File: src/rtl/umc_pkg.sv
/*
 Package for the serial mode control block: register offset, field positions,
 reset values and the structs that carry pin and mode signals.
 Assumes a 32-bit register port and a 250 MHz core clock.
*/
package umc_pkg;

   // ****************************************
   // Register map
   // ****************************************
   localparam logic [3:0] UMC_OFS_MODE = 4'h0;
   localparam logic [3:0] UMC_OFS_STATUS = 4'h4;
   localparam logic [31:0] UMC_MODE_RESET = 32'h0000_0000;
   localparam logic [31:0] UMC_MODE_WMASK = 32'h0000_BBFF;

   // ****************************************
   // Field positions
   // ****************************************
   localparam int UMC_BIT_ENABLE = 15;
   localparam int UMC_BIT_STOP_IDLE = 13;
   localparam int UMC_BIT_IR = 12;
   localparam int UMC_BIT_RTS_MODE = 11;
   localparam int UMC_BIT_PIN_LO = 8;
   localparam int UMC_BIT_WAKE = 7;
   localparam int UMC_BIT_LOOP = 6;

   // ****************************************
   // Pin usage encodings
   // ****************************************
   localparam logic [1:0] UMC_PINS_TXRX = 2'h0;
   localparam logic [1:0] UMC_PINS_RTS = 2'h1;
   localparam logic [1:0] UMC_PINS_CTS_RTS = 2'h2;
   localparam logic [1:0] UMC_PINS_BCLK = 2'h3;

   // ****************************************
   // Carriers
   // ****************************************
   typedef struct packed {
      logic module_enable;
      logic stop_in_idle;
      logic infrared_codec_enable;
      logic request_to_send_mode;
      logic [1:0] pin_usage_select;
      logic wake_enable;
      logic loopback_select;
      logic [5:0] lower_bits;
   } umc_mode_type;

   typedef struct packed {
      logic tx_out;
      logic tx_oe;
      logic rts_out;
      logic rts_oe;
      logic bclk_out;
      logic cts_owned;
      logic rx_owned;
   } umc_pins_type;

   typedef struct packed {
      umc_mode_type mode;
      logic [1:0] rx_sync;
      logic [1:0] cts_sync;
      logic rx_prev;
      logic wake;
      logic [31:0] rdata;
      logic [2:0] ir_cnt;
   } umc_state_type;

endpackage

File: src/rtl/umc_mode_ctrl.sv
/*
 Mode control and pin steering for one serial port: holds the mode register,
 routes the transmit and receive streams through the infrared codec or past it,
 drives pins by pin usage, handles loopback, idle stop and wake on start bit.
 Assumes a serial core on the same clock, and port logic that takes back every
 pin whose ownership output is low.
*/
// Functional notes
// - Bits 31 to 16 of the mode register always read zero.
// - Enable set gives pins to the port, per pin usage and transmit enable.
// - Enable clear returns all pins to port logic; core held quiet.
// - Stop-in-idle set halts the port while the device idles.
// - Infrared enable routes transmit and receive through the codec.
// - Request-to-send mode one is simplex, zero is flow control.
// - Pin usage selects which of request, clear and baud clock pins are used.
// - Wake enable lets a start bit during sleep wake the device.
// - Loopback select puts the port into loopback mode.
// - Bits 14 and 10 are not implemented and read zero.
`timescale 1ns/1ps
module umc_mode_ctrl
   import umc_pkg::*;
(
   input wire logic core_clk,
   input wire logic reset,
   input wire logic [3:0] reg_addr,
   input wire logic [31:0] reg_wdata,
   input wire logic reg_write,
   input wire logic reg_read,
   output logic [31:0] reg_rdata,
   input wire logic transmit_enable,
   input wire logic device_idle,
   input wire logic device_sleep,
   input wire logic core_tx_bit,
   input wire logic core_rts_request,
   input wire logic core_tx_busy,
   input wire logic baud_clock_in,
   output logic core_rx_bit,
   output logic core_cts_ok,
   output logic core_run,
   output logic serial_tx_pin,
   output logic serial_tx_oe,
   input wire logic serial_rx_pin,
   output logic request_to_send_n,
   output logic request_to_send_oe,
   input wire logic clear_to_send_n,
   output logic baud_clock_out,
   output logic baud_clock_oe,
   output logic rx_pin_owned,
   output logic cts_pin_owned,
   output logic wake_request,
   output logic [31:0] mode_view
);

   // ****************************************
   // State
   // ****************************************
   umc_state_type s_q;
   umc_state_type s_d;
   umc_pins_type pins;
   logic run;
   logic rx_line;
   logic tx_coded;
   logic [31:0] mode_word;

   function automatic logic [31:0] umc_pack(input umc_mode_type m);
      logic [31:0] w;
      w = 32'h0000_0000;
      w[UMC_BIT_ENABLE] = m.module_enable;
      w[UMC_BIT_STOP_IDLE] = m.stop_in_idle;
      w[UMC_BIT_IR] = m.infrared_codec_enable;
      w[UMC_BIT_RTS_MODE] = m.request_to_send_mode;
      w[UMC_BIT_PIN_LO +: 2] = m.pin_usage_select;
      w[UMC_BIT_WAKE] = m.wake_enable;
      w[UMC_BIT_LOOP] = m.loopback_select;
      w[5:0] = m.lower_bits;
      return w;
   endfunction

   function automatic umc_mode_type umc_unpack(input logic [31:0] w);
      umc_mode_type m;
      m.module_enable = w[UMC_BIT_ENABLE];
      m.stop_in_idle = w[UMC_BIT_STOP_IDLE];
      m.infrared_codec_enable = w[UMC_BIT_IR];
      m.request_to_send_mode = w[UMC_BIT_RTS_MODE];
      m.pin_usage_select = w[UMC_BIT_PIN_LO +: 2];
      m.wake_enable = w[UMC_BIT_WAKE];
      m.loopback_select = w[UMC_BIT_LOOP];
      m.lower_bits = w[5:0];
      return m;
   endfunction

   assign mode_word = umc_pack(s_q.mode);

   // ****************************************
   // Run control
   // ****************************************
   // Disabled or idling with stop set: core frozen to save power
   assign run = s_q.mode.module_enable && !(s_q.mode.stop_in_idle && device_idle);

   // ****************************************
   // Infrared encoder: a zero bit becomes a short high pulse
   // ****************************************
   // Pulse is three core clocks; a real codec would time it from the baud tick
   assign tx_coded = s_q.mode.infrared_codec_enable ? (s_q.ir_cnt != 3'h0) : core_tx_bit;

   // Loopback takes the coded stream so the decoder is exercised too
   assign rx_line = s_q.mode.loopback_select ? tx_coded : s_q.rx_sync[1];

   // ****************************************
   // Pin steering
   // ****************************************
   always_comb
   begin
      pins = '0;
      pins.tx_out = 1'b1;
      pins.rts_out = 1'b1;
      if (s_q.mode.module_enable)
      begin
         pins.rx_owned = 1'b1;
         pins.tx_oe = transmit_enable && !s_q.mode.loopback_select;
         pins.tx_out = run ? tx_coded : 1'b1;
         case (s_q.mode.pin_usage_select)
            UMC_PINS_TXRX:
            begin
               pins.rts_oe = 1'b0;
            end
            UMC_PINS_RTS:
            begin
               pins.rts_oe = 1'b1;
            end
            UMC_PINS_CTS_RTS:
            begin
               pins.rts_oe = 1'b1;
               pins.cts_owned = 1'b1;
            end
            UMC_PINS_BCLK:
            begin
               pins.bclk_out = run && baud_clock_in;
            end
            default:
            begin
               pins.rts_oe = 1'b0;
            end
         endcase
         // Simplex: asserted while sending; flow control: receiver ready
         if (s_q.mode.request_to_send_mode)
            pins.rts_out = !(run && core_tx_busy);
         else
            pins.rts_out = !(run && core_rts_request);
      end
   end

   // ****************************************
   // Next state
   // ****************************************
   always_comb
   begin
      s_d = s_q;
      s_d.rx_sync = {s_q.rx_sync[0], serial_rx_pin};
      s_d.cts_sync = {s_q.cts_sync[0], clear_to_send_n};
      s_d.rx_prev = rx_line;
      s_d.rdata = 32'h0000_0000;
      if (reg_read)
      begin
         case (reg_addr)
            UMC_OFS_MODE: s_d.rdata = mode_word;
            UMC_OFS_STATUS: s_d.rdata = {29'h0, s_q.wake, run, rx_line};
            default: s_d.rdata = 32'h0000_0000;
         endcase
      end
      if (reg_write && reg_addr == UMC_OFS_MODE)
         s_d.mode = umc_unpack(reg_wdata & UMC_MODE_WMASK);
      // Status write of one clears wake; a new start bit wins
      if (reg_write && reg_addr == UMC_OFS_STATUS && reg_wdata[2])
         s_d.wake = 1'b0;
      if (s_q.mode.module_enable && s_q.mode.wake_enable && device_sleep
          && s_q.rx_prev && !rx_line)
         s_d.wake = 1'b1;
      if (!run || !s_q.mode.infrared_codec_enable)
         s_d.ir_cnt = 3'h0;
      else if (s_q.ir_cnt != 3'h0)
         s_d.ir_cnt = s_q.ir_cnt - 3'h1;
      else if (!core_tx_bit && s_q.rx_prev == rx_line)
         s_d.ir_cnt = 3'h3;
   end

   always_ff @(posedge core_clk or posedge reset)
   begin
      if (reset)
      begin
         s_q <= '0;
         s_q.mode <= umc_unpack(UMC_MODE_RESET);
         s_q.rx_sync <= 2'h3;
         s_q.cts_sync <= 2'h3;
         s_q.rx_prev <= 1'b1;
      end
      else
         s_q <= s_d;
   end

   // ****************************************
   // Outputs
   // ****************************************
   // Decoder: a received high pulse is a zero bit
   assign core_rx_bit = !run ? 1'b1 : (s_q.mode.infrared_codec_enable ? !rx_line : rx_line);
   assign core_cts_ok = run && (!pins.cts_owned || !s_q.cts_sync[1]);
   assign core_run = run;
   assign serial_tx_pin = pins.tx_out;
   assign serial_tx_oe = pins.tx_oe;
   assign request_to_send_n = pins.rts_out;
   assign request_to_send_oe = pins.rts_oe;
   assign baud_clock_out = pins.bclk_out;
   assign baud_clock_oe = s_q.mode.module_enable && s_q.mode.pin_usage_select == UMC_PINS_BCLK;
   assign rx_pin_owned = pins.rx_owned && !s_q.mode.loopback_select;
   assign cts_pin_owned = pins.cts_owned;
   assign wake_request = s_q.wake;
   assign reg_rdata = s_q.rdata;
   assign mode_view = mode_word;

endmodule

File: config.mk
export PLATFORM = sky130hd
export DESIGN_NAME = umc_mode_ctrl
export DESIGN_NICKNAME = d
export VERILOG_FILES = /design/src/rtl/umc_pkg.sv /design/src/rtl/umc_mode_ctrl.sv
export SDC_FILE = /design/constraint.sdc
export NUM_CORES = 1
export LEC_CHECK = 0
export BUFFER_PORTS_ARGS = -buffer_cell sky130_fd_sc_hd__clkbuf_2
export CAP_MARGIN = 40
export CORE_ASPECT_RATIO = 1.75
export CORE_MARGIN = 4
export CORE_UTILIZATION = 40
export CTS_BUF_LIST = sky130_fd_sc_hd__clkbuf_16
export DETAILED_ROUTE_END_ITERATION = 16
export PLACE_DENSITY = 0.73
export SLEW_MARGIN = 40
export SYNTH_ARGS = -nofsm -noshare
export SYNTH_HDL_FRONTEND = slang
export SYNTH_SLANG_ARGS = --single-unit
File: constraint.sdc
create_clock -name core_clk -period 2.8 [get_ports core_clk]
set_input_delay 0.28 -clock core_clk [delete_from_list [all_inputs] [get_ports core_clk]]
set_output_delay 0.28 -clock core_clk [all_outputs]
set_load 0.01 [all_outputs]
# --- Word level (Yosys, flattened, before mapping) ---
# Index checks and enable logic that the tools add are counted.
word_totals:
  register_bits: 55
  latch_bits: 0
  ram_bits: 0
  romBits: 0
  input_bits: 49
  out_inout_bits: 76
  word_cells: 71
  n_memories: 0
classes:
  add_sub_neg: 1
  multipliers: 0
  div: 0
  order_cmp: 0
  n_eq_ne: 5
  n_shift: 0
  n_mux: 17
  bitwise_logic: 0
  reduce_logical: 34
op_table:
  columns: ["op", "n"]
  rows:
  - ["$mux 32", 1]
  - ["$pmux 16 s2", 1]
  - ["$logic_and 1x1->1", 17]
  - ["$mux 1", 11]
  - ["$logic_not 1->1", 10]
  - ["$mux 3", 3]
  - ["$mux 7", 1]
  - ["$reduce_bool 3->1", 2]
  - ["$eq 2x2->1 const B", 2]
  - ["$eq 4x3->1 const B", 1]
  - ["$logic_not 4->1", 1]
  - ["$sub 3x1->3 const B", 1]
  - ["$eq 2x1->1 const B", 1]
  - ["$logic_or 1x1->1", 2]
  - ["$reduce_bool 2->1", 1]
  - ["$reduce_or 2->1", 1]
  - ["$eq 1x1->1", 1]

# --- Depth between registers and ports, before layout ---
# Gate-level depths: netlist of run 1.
logic_depth:
  depth_word: 10
  depth_mapped: 5
  depth_no_buf: 5

# --- Worst setup path before layout of run 1 ---
# No wires, ideal clock.
synth_path:
  kind: "reg-to-output"
  startpoint: "register s_q[0] (netlist bit)"
  endpoint: "output core_rx_bit"
  t_arrival_ns: 1.321
  t_required_ns: 2.520
  slack_ns: 1.199
  stages_incl_launch_ff: 6
  n_path_buf: 0
  cell_sequence: "dfrtp_1 -> inv_1 -> ha_1 -> nand2b_1 -> and2_0 -> o311ai_0"
synth_between:
  elab_chain_len: 6
synth_lines:
  columns: ["element", "line", "source"]
  rows:
  - ["start, declared", "umc_mode_ctrl.sv:57", "umc_state_type s_q;"]
  - ["$reduce_bool 3->1 *", "umc_mode_ctrl.sv:104", "assign tx_coded = s_q.mode.infrared_codec_enable ? (s_q.ir_cnt != 3'h0) : core_tx_bit;"]
  - ["$mux 1 *", "umc_mode_ctrl.sv:104", null]
  - ["$mux 1 *", "umc_mode_ctrl.sv:107", "assign rx_line = s_q.mode.loopback_select ? tx_coded : s_q.rx_sync[1];"]
  - ["$logic_not 1->1", "umc_mode_ctrl.sv:205", "assign core_rx_bit = !run ? 1'b1 : (s_q.mode.infrared_codec_enable ? !rx_line : rx_line);"]
  - ["$mux 1 * (2 in series)", "umc_mode_ctrl.sv:205", null]
  - ["end, declared", "umc_mode_ctrl.sv:37", "output logic core_rx_bit,"]
# Mark *: on every way between the ends. The rest lies on a longest branch, timed or not.

# --- Final worst setup path of run 1 ---
layout_path:
  startpoint: "register s_q, in the netlist mode_view[15]"
  endpoint: "output core_rx_bit"
layout_between:
  elab_chain_len: 2
layout_lines:
  columns: ["element", "line", "source"]
  rows:
  - ["$logic_and 1x1->1", "umc_mode_ctrl.sv:98", "assign run = s_q.mode.module_enable && !(s_q.mode.stop_in_idle && device_idle);"]
  - ["$mux 1", "umc_mode_ctrl.sv:205", null]
# Every way passes these cells.

==> results.txt, run 1 <==
----------------------------------------------------
[CTS]
  Max Buffers Root-to-Sink ... 2
  TritonCTS Buffers ... 5
  # Post-CTS Setup Buffers ... 0
  PostCTS Resize Cnt ... 0
  Post-CTS clock slew at the launch and capture registers of the worst setup and hold paths ... 50 ps
  Count of hold buffers inserted by post-cts repair ... 0
  Number of sinks driven by the clock tree ... 37
  CTS tree ... done
  CTS root buf ... clkbuf_16
  H-tree depth ... 2
  Worst-skew pair later-pin latency ... 270 ps

[Die]
  Count of standard-cell rows ... 34
  Initial standard-cell utilization of the core ... 0.418
  Height of the chip ... 104 um
  Overall die area ... 6570 um^2
  Die W ... 63.0 um
  Count of boundary I/O pins ... 125
  Core area ... 5060 um^2

[Drt]
  Iteration-0 DRC Markers ... 11
  Number of vias per cell after detailed routing ... 4.43
  Final WL ... 3820 um
  DRC viols ... 0
  First-pass iteration count of the detailed router ... 4
  Via count of the routed design ... 1280
  Final antenna-violating net count ... 0
  Routed wire per std cell ... 13.2 um

[Setup path]
  Critical-path maximum fanout ... 9
  Data arrival time of the worst path ... 1720 ps
  Critical Path Start Type ... register
  Path type of the worst setup path ... reg2out
  Endpoint kind of the worst setup timing path ... primary output
  Critical path startpoint ... mode_view[15]$_DFFE_PP0P_
  Crit path required time ... 2520 ps
  Reg2Reg Launch Point ... mode_view[15]$_DFFE_PP0P_

[Power and ir drop]
  Clock network fraction of total power ... 0.365
  Cell leakage power ... 1.28 nW
  Total net switching power ... 0.000468 W
  Largest voltage drop on the vdd net ... 0.506 mV
  Pwr per Cell Area ... 719 nW/um^2
  Total Power Consumption ... 0.00167 W
  Fraction of power spent switching nets ... 0.280
  Internal cell power ... 0.00120 W
  Share of total power in combinational logic ... 0.227
  Sequential fraction of design power ... 0.408

[Timing]
  Final Hold Fails ... 0
  Headroom to the max-slew limit ... 0.602
  Fin crit share ... 0.716
  Maximum clock frequency ... 0.499 GHz
  Period minus WS final ... 2000 ps
  Transition time of the tightest slew-check pin ... 596 ps
  Setup repair after global routing missed its margin ... false
  Setup violation total in the final timing report ... 0
  Max Clock Skew ... 1.97 ps
  Worst hold slack ... 48.1 ps
  Count of pins over their slew limit ... 0
  Sum of negative setup slack ... 0 ps

[Finish]
  Finished Layout Cells ... 289
  Most common cell after layout, fill and taps aside ... clkbuf_2
  Number of filler cells placed in the layout ... 500
  Share of cells above drive strength 1 ... 0.434
  Number of antenna repair diodes ... 0
  Total area of sequential cells ... 932 um^2
  Commonest cells after routing, fill and taps aside ... clkbuf_2, conb_1, dfrtp_1
  Area Growth Syn to Fin ... 9.75%
  Area used by multi-input combinational logic ... 782 um^2
  Total Nets Final ... 287

[Global routing]
  Via count of the first global-routing pass ... 1290
  GRT Residual Overflow ... 0
  First-pass GRT wire length ... 6120 um
  Total routing resource utilization after global routing ... 0.119
  Antenna violations before repair ... 0
  Largest net degree at the start of global routing ... 23

[Placed design]
  Final Wtd Congestion ... 0.687
  Number of placed instances with taps included ... 281
  Total half-perimeter wirelength after legalization and detailed placement ... 2980 um
  Input/output buffers ... 70

[Synth]
  Synth Area per Inst ... 11.2 um^2
  Distinct cell type count after synthesis ... 39
  Yosys warning total ... 0
  Gate Count Post-Synth ... 189
  Seq/Total Area, Yosys ... 0.440
  Cell Area, Synth ... 2120 um^2
  Yosys reg bits ... 37

[Job]
  Max-cap viol count ... 0

[Min path]
  Worst Hold Class ... in2async

[Run status]
  Status ... finished, final reports clean

----------------------------------------------------
[power groups by stage]
stage                     clock network, W  logic, W  registers (W)
after floorplan                          0  0.000356       0.000663
after global placement                   0  0.000377       0.000688
after detailed placement                 0  0.000386       0.000692
after CTS                         0.000626  0.000386       0.000683
after global routing              0.000651  0.000417       0.000698
final                             0.000610  0.000379       0.000682
[worst paths after layout]
path,endpoint,slack [ps],cells after the start
setup / recovery,core_rx_bit,800,3
hold / removal,mode_view[8]$_DFFE_PP0P_,50,2
setup reg to reg,s_q[0]$_DFFE_PP0P_,1320,3
hold reg to reg,s_q[38]$_DFF_PP1_,360,0
max in group asynchronous,s_q[40]$_DFF_PP1_,1990,3
min in group core_clk,s_d[38]$_DFF_PP1_,90,1
[cell usage after synthesis]
| cell type | count | share of area |
|---|---|---|
| nand2b_1 | 2 | 0.0059 |
| conb_1 | 1 | 0.0018 |
| and2_0 | 1 | 0.0030 |
| and2_1 | 13 | 0.038 |
| buf_4 | 64 | 0.23 |
| nor2_8 | 1 | 0.0095 |
| buf_12 | 1 | 0.0095 |
| nor2_1 | 8 | 0.014 |
| dfstp_2 | 5 | 0.062 |
| or4b_4 | 1 | 0.0065 |
| a21boi_0 | 1 | 0.0035 |
| o2bb2ai_1 | 1 | 0.0041 |
| inv_1 | 6 | 0.011 |
| a21oi_1 | 1 | 0.0024 |
| nor2b_1 | 2 | 0.0059 |
| buf_2 | 1 | 0.0024 |
| mux2i_1 | 4 | 0.019 |
| nand4_1 | 1 | 0.0030 |
| nand2_1 | 5 | 0.0089 |
| or4b_1 | 1 | 0.0047 |
| a211oi_1 | 2 | 0.0071 |
| nand3b_1 | 1 | 0.0035 |
| o21a_1 | 1 | 0.0035 |
| a21boi_2 | 1 | 0.0053 |
| ha_1 | 4 | 0.024 |
| nor4bb_1 | 1 | 0.0047 |
| o21ai_0 | 1 | 0.0024 |
| and3b_1 | 1 | 0.0041 |
| mux2_4 | 10 | 0.071 |
| o311ai_0 | 1 | 0.0041 |
| clkbuf_1 | 2 | 0.0035 |
| o31ai_1 | 1 | 0.0035 |
| mux2_2 | 5 | 0.027 |
| nor3_1 | 2 | 0.0047 |
| or2_2 | 1 | 0.0030 |
| dfrtp_1 | 32 | 0.38 |
| nand3_1 | 1 | 0.0024 |
| xor2_1 | 1 | 0.0041 |
| nor2_2 | 1 | 0.0030 |
[worst max-delay path, stage by stage, from the launching register on]
cell and delay, ps:
dfrtp_1 520, a21boi_2 510, o311ai_0 240, clkbuf_2 180
[routing by layer]
metal  GRT usage  share of wire  vias to the layer above
met5           0              0                        -
li1            -              -                      599
met1       0.130           0.39                      605
met4      0.0569          0.013                        0
met3      0.0324          0.089                        4
met2       0.208           0.50                       72
[through the flow]
step | setup WS, ps | instance area [um^2] | utilization
after global routing | 622 | 2320 | 0.459
after global placement | 1040 | 2160 | 0.427
final | 796 | 2320 | 0.459
after CTS | 733 | 2320 | 0.459
after detailed placement | 1020 | 2160 | 0.427
after floorplan | 1200 | 2250 | -
[flip-flops by register name (all words and copies together) (netlist names)]
name / cells
mode_view: 14
reg_rdata: 14
wake_request: 1
s_d: 2
s_q: 6
[logic make-up (layout without fill, tap and decap cells)]
group	count (synthesis)	count (layout)	share of synthesized area
AO/OA/AOI/OAI	10	10	0.0360
buffers and inverters	74	85	0.253
multiplexers	19	19	0.116
adder cells (fa/ha/maj)	4	4	0.0236
flip-flops	37	37	0.440
AND/OR/NAND/NOR	43	43	0.125
XOR/XNOR	1	1	0.00414
other	1	36	0.00177
[final cells by class]
class                   instances  area share
flip-flops and latches         37       0.401
inverters                       6     0.00969
clock buffers                   5      0.0538
multi-input cells             113       0.336
clock inverters                 3      0.0161
repair buffers                 71       0.154
well taps                      54      0.0291
No activity file was read; power rests on OpenSTA's default activity.
==> run 2, diff against run 1 <==
clock period = 1.95 ns   (was 2.8 ns; I/O delays follow)
==> run 2 against run 1 <==
Final cell count grew 1.7%. Via count grew 1.3%. Power grew 36%. Sequential power grew 42%. Sequential share of layout area shrank 0.53 points. Setup slack lost 700 ps. Utilization grew 0.62 points. Routed wire length grew 3.1%. Die area is the same. Clock power grew 20%. Largest cell class unchanged.
==> results.txt, run 2 (synthesis results as in run 1) <==
----------------------------------------------------
[Setup path]
  Crit-path max cell delay ... 370 ps (was 520 ps)
  Critical-path maximum fanout ... 3 (was 9)
  Buffers and inverters on the worst path ... 2 (was 1)
  Reg2Reg Launch Point ... s_q[0]$_DFFE_PP0P_ (was mode_view[15]$_DFFE_PP0P_)
  Largest delay contributor family on the critical path ... flip-flops (was compound AO/OA/AOI/OAI gates)
  End of the worst register-to-register path ... wake_request$_DFFE_PP0P_ (was s_q[0]$_DFFE_PP0P_)
  Endpoint kind of the worst setup timing path ... primary output (unchanged)
  Critical path startpoint ... s_q[0]$_DFFE_PP0P_ (was mode_view[15]$_DFFE_PP0P_)
  Critical-path top delay cell ... dfrtp_1 (unchanged)
  Worst reg2reg setup slack ... 460 ps (was 1320 ps)
  Path type of the worst setup path ... reg2out (unchanged)
  Data arrival time of the worst path ... 1660 ps (was 1720 ps)
  Critical Path Start Type ... register (unchanged)
  Crit path required time ... 1750 ps (was 2520 ps)
  Critical path, cell by cell ... inv_1 -> ha_1 -> nand2b_1 -> and2_0 -> o311ai_0 -> buf_2 (was a21boi_2 -> o311ai_0 -> clkbuf_2)
  Path depth of the worst reg2reg path ... 5 (was 3)

[CTS]
  TritonCTS Buffers ... 5 (unchanged)
  # Post-CTS Setup Buffers ... 0 (unchanged)
  CTS tree ... done (unchanged)
  CTS root buf ... clkbuf_16 (unchanged)
  Number of sinks driven by the clock tree ... 37 (unchanged)
  Max Buffers Root-to-Sink ... 2 (unchanged)
  H-tree depth ... 2 (unchanged)
  Worst-skew pair later-pin latency ... 270 ps (about the same)
  Post-CTS clock slew at the launch and capture registers of the worst setup and hold paths ... 50 ps (about the same)

[Die]
  Count of boundary I/O pins ... 125 (unchanged)
  Initial standard-cell utilization of the core ... 0.418 (unchanged)
  Die W ... 63.0 um (unchanged)
  Overall die area ... 6570 um^2 (unchanged)
  Height of the chip ... 104 um (unchanged)
  Core area ... 5060 um^2 (unchanged)
  Count of standard-cell rows ... 34 (unchanged)

[Power and ir drop]
  Cell leakage power ... 1.29 nW (was 1.28 nW)
  Largest voltage drop on the vdd net ... 0.596 mV (was 0.506 mV)
  Total Power Consumption ... 0.00228 W (was 0.00167 W)
  Pwr per Cell Area ... 968 nW/um^2 (was 719 nW/um^2)

[Min path]
  Worst Hold Class ... in2reg (was in2async)
  Worst Hold Endpoint ... mode_view[6]$_DFFE_PP0P_
  Worst Hold Path Cells ... 2
  Origin of the worst min-delay path ... reg_wdata[6]

[Global routing]
  Global route hottest layer ... met2 (unchanged)
  Via count of the first global-routing pass ... 1346 (was 1290)
  GRT Residual Overflow ... 0 (unchanged)
  First-pass GRT wire length ... 6310 um (was 6120 um)
  Global-route track usage on met2 ... 0.219 (was 0.208)
  Antenna violations before repair ... 0 (unchanged)
  Met1 track demand over resource in global routing ... 0.137 (was 0.130)
  Largest net degree at the start of global routing ... 28 (was 23)
  Total routing resource utilization after global routing ... 0.125 (was 0.119)
  Met3 Track Usage GR ... 0.0378 (was 0.0324)

[Finish]
  Most common cell after layout, fill and taps aside ... clkbuf_2 (unchanged)
  Number of antenna repair diodes ... 0 (unchanged)
  Share of cells above drive strength 1 ... 0.429 (was 0.434)
  Commonest cells after routing, fill and taps aside ... clkbuf_2, conb_1, dfrtp_1 (unchanged)
  Area Growth Syn to Fin ... 11.2% (was 9.75%)
  Total Nets Final ... 292 (was 287)

[Drt]
  Via count of the routed design ... 1296 (was 1280)
  Routed wire per std cell ... 13.4 um (was 13.2 um)
  Final WL ... 3940 um (was 3820 um)
  Iteration-0 DRC Markers ... 16 (was 11)
  Number of vias per cell after detailed routing ... 4.41 (was 4.43)
  DRC viols ... 0 (unchanged)
  Final antenna-violating net count ... 0 (unchanged)
  First-pass iteration count of the detailed router ... 4 (unchanged)

[Timing]
  Maximum clock frequency ... 0.540 GHz
  Setup violation total in the final timing report ... 0 (unchanged)
  Transition time of the tightest slew-check pin ... 498 ps (was 596 ps)
  Period minus WS final ... 1850 ps
  Headroom to the max-slew limit ... 0.665 (was 0.602)
  Final Hold Fails ... 0 (unchanged)
  Setup repair after global routing missed its margin ... false (unchanged)
  Sum of negative setup slack ... 0 ps (unchanged)
  Count of pins over their slew limit ... 0 (unchanged)
  Fin crit share ... 0.950
  Max Clock Skew ... 3.93 ps (was 1.97 ps)

[Run status]
  Status ... finished, final reports clean (unchanged)

[Job]
  Max-cap viol count ... 0 (unchanged)

[Placed design]
  Final Wtd Congestion ... 0.780 (was 0.687)
  Total half-perimeter wirelength after legalization and detailed placement ... 3120 um (was 2980 um)
  Input/output buffers ... 70 (unchanged)

----------------------------------------------------
run 2: changes by cell type in the layout (fill, tap and decap cells not counted), sizes merged:
| cell | before | now |
|---|---|---|
| bufinv | 1 | 0 |
| inv | 7 | 8 |
| clkbuf | 75 | 74 |
| buf | 1 | 4 |
| dlygate4sd3 | 0 | 3 |
run 2: worst max path at each step:
| stage | to | slack (ps) | cells past startpoint |
|---|---|---|---|
| after floorplan | core_rx_bit | 430 | 5 |
| after global placement | mode_view[5]$_DFFE_PP0P_ | 280 | 4 |
| after detailed placement | mode_view[5]$_DFFE_PP0P_ | 250 | 4 |
| after CTS | core_rx_bit | 80 | 6 |
| after global routing | core_rx_bit | 4 | 6 |
| final | core_rx_bit | 100 | 6 |
run 2: area by class of cell:
| type | count | area, um^2 |
|---|---|---|
| Clock inverter | 3 | 11.3 |
| Multi-Input combinational cell | 113 | 782 |
| Timing Repair Buffer | 76 | 415 |
| Sequential cell | 37 | 932 |
| Tap cell | 54 | 67.6 |
| Clock buffer | 5 | 125 |
| Fill cell | 482 | 2710 |
| Inverter | 6 | 22.5 |
run 2: layer usage:
metal,wire length (um),vias to the layer above
met5,0,-
met4,57,0
met3,330,4
met2,1990,76
met1,1560,605
li1,-,611
run 2: power by group:
part | internal [W] | total (W) | switching (W)
Combinational | 0.000282 | 0.000579 | 0.000298
Sequential | 0.000872 | 0.000967 | 0.0000949
Clock | 0.000459 | 0.000734 | 0.000275
Total | 0.00161 | 0.00228 | 0.000668
run 2: stage by stage:
stage / setup slack (ps) / cell area (um^2) / instances / util / hold WS (ps)
floorplan: 434 / 2250 / 224 / - / 199
global placement: 275 / 2190 / 283 / 0.433 / 198
detailed placement: 254 / 2190 / 283 / 0.433 / 207
CTS: 78.2 / 2360 / 294 / 0.465 / 146
global route: 3.62 / 2360 / 294 / 0.465 / 147
finish: 97.6 / 2360 / 294 / 0.465 / 150
run 2: what timing repair did:
action                                  in CTS  in global routing
endpoints found under the setup margin       0                  1
gates resized for setup                      0                  1
hold endpoints to repair                    12                  0
hold buffers                                 3                  0
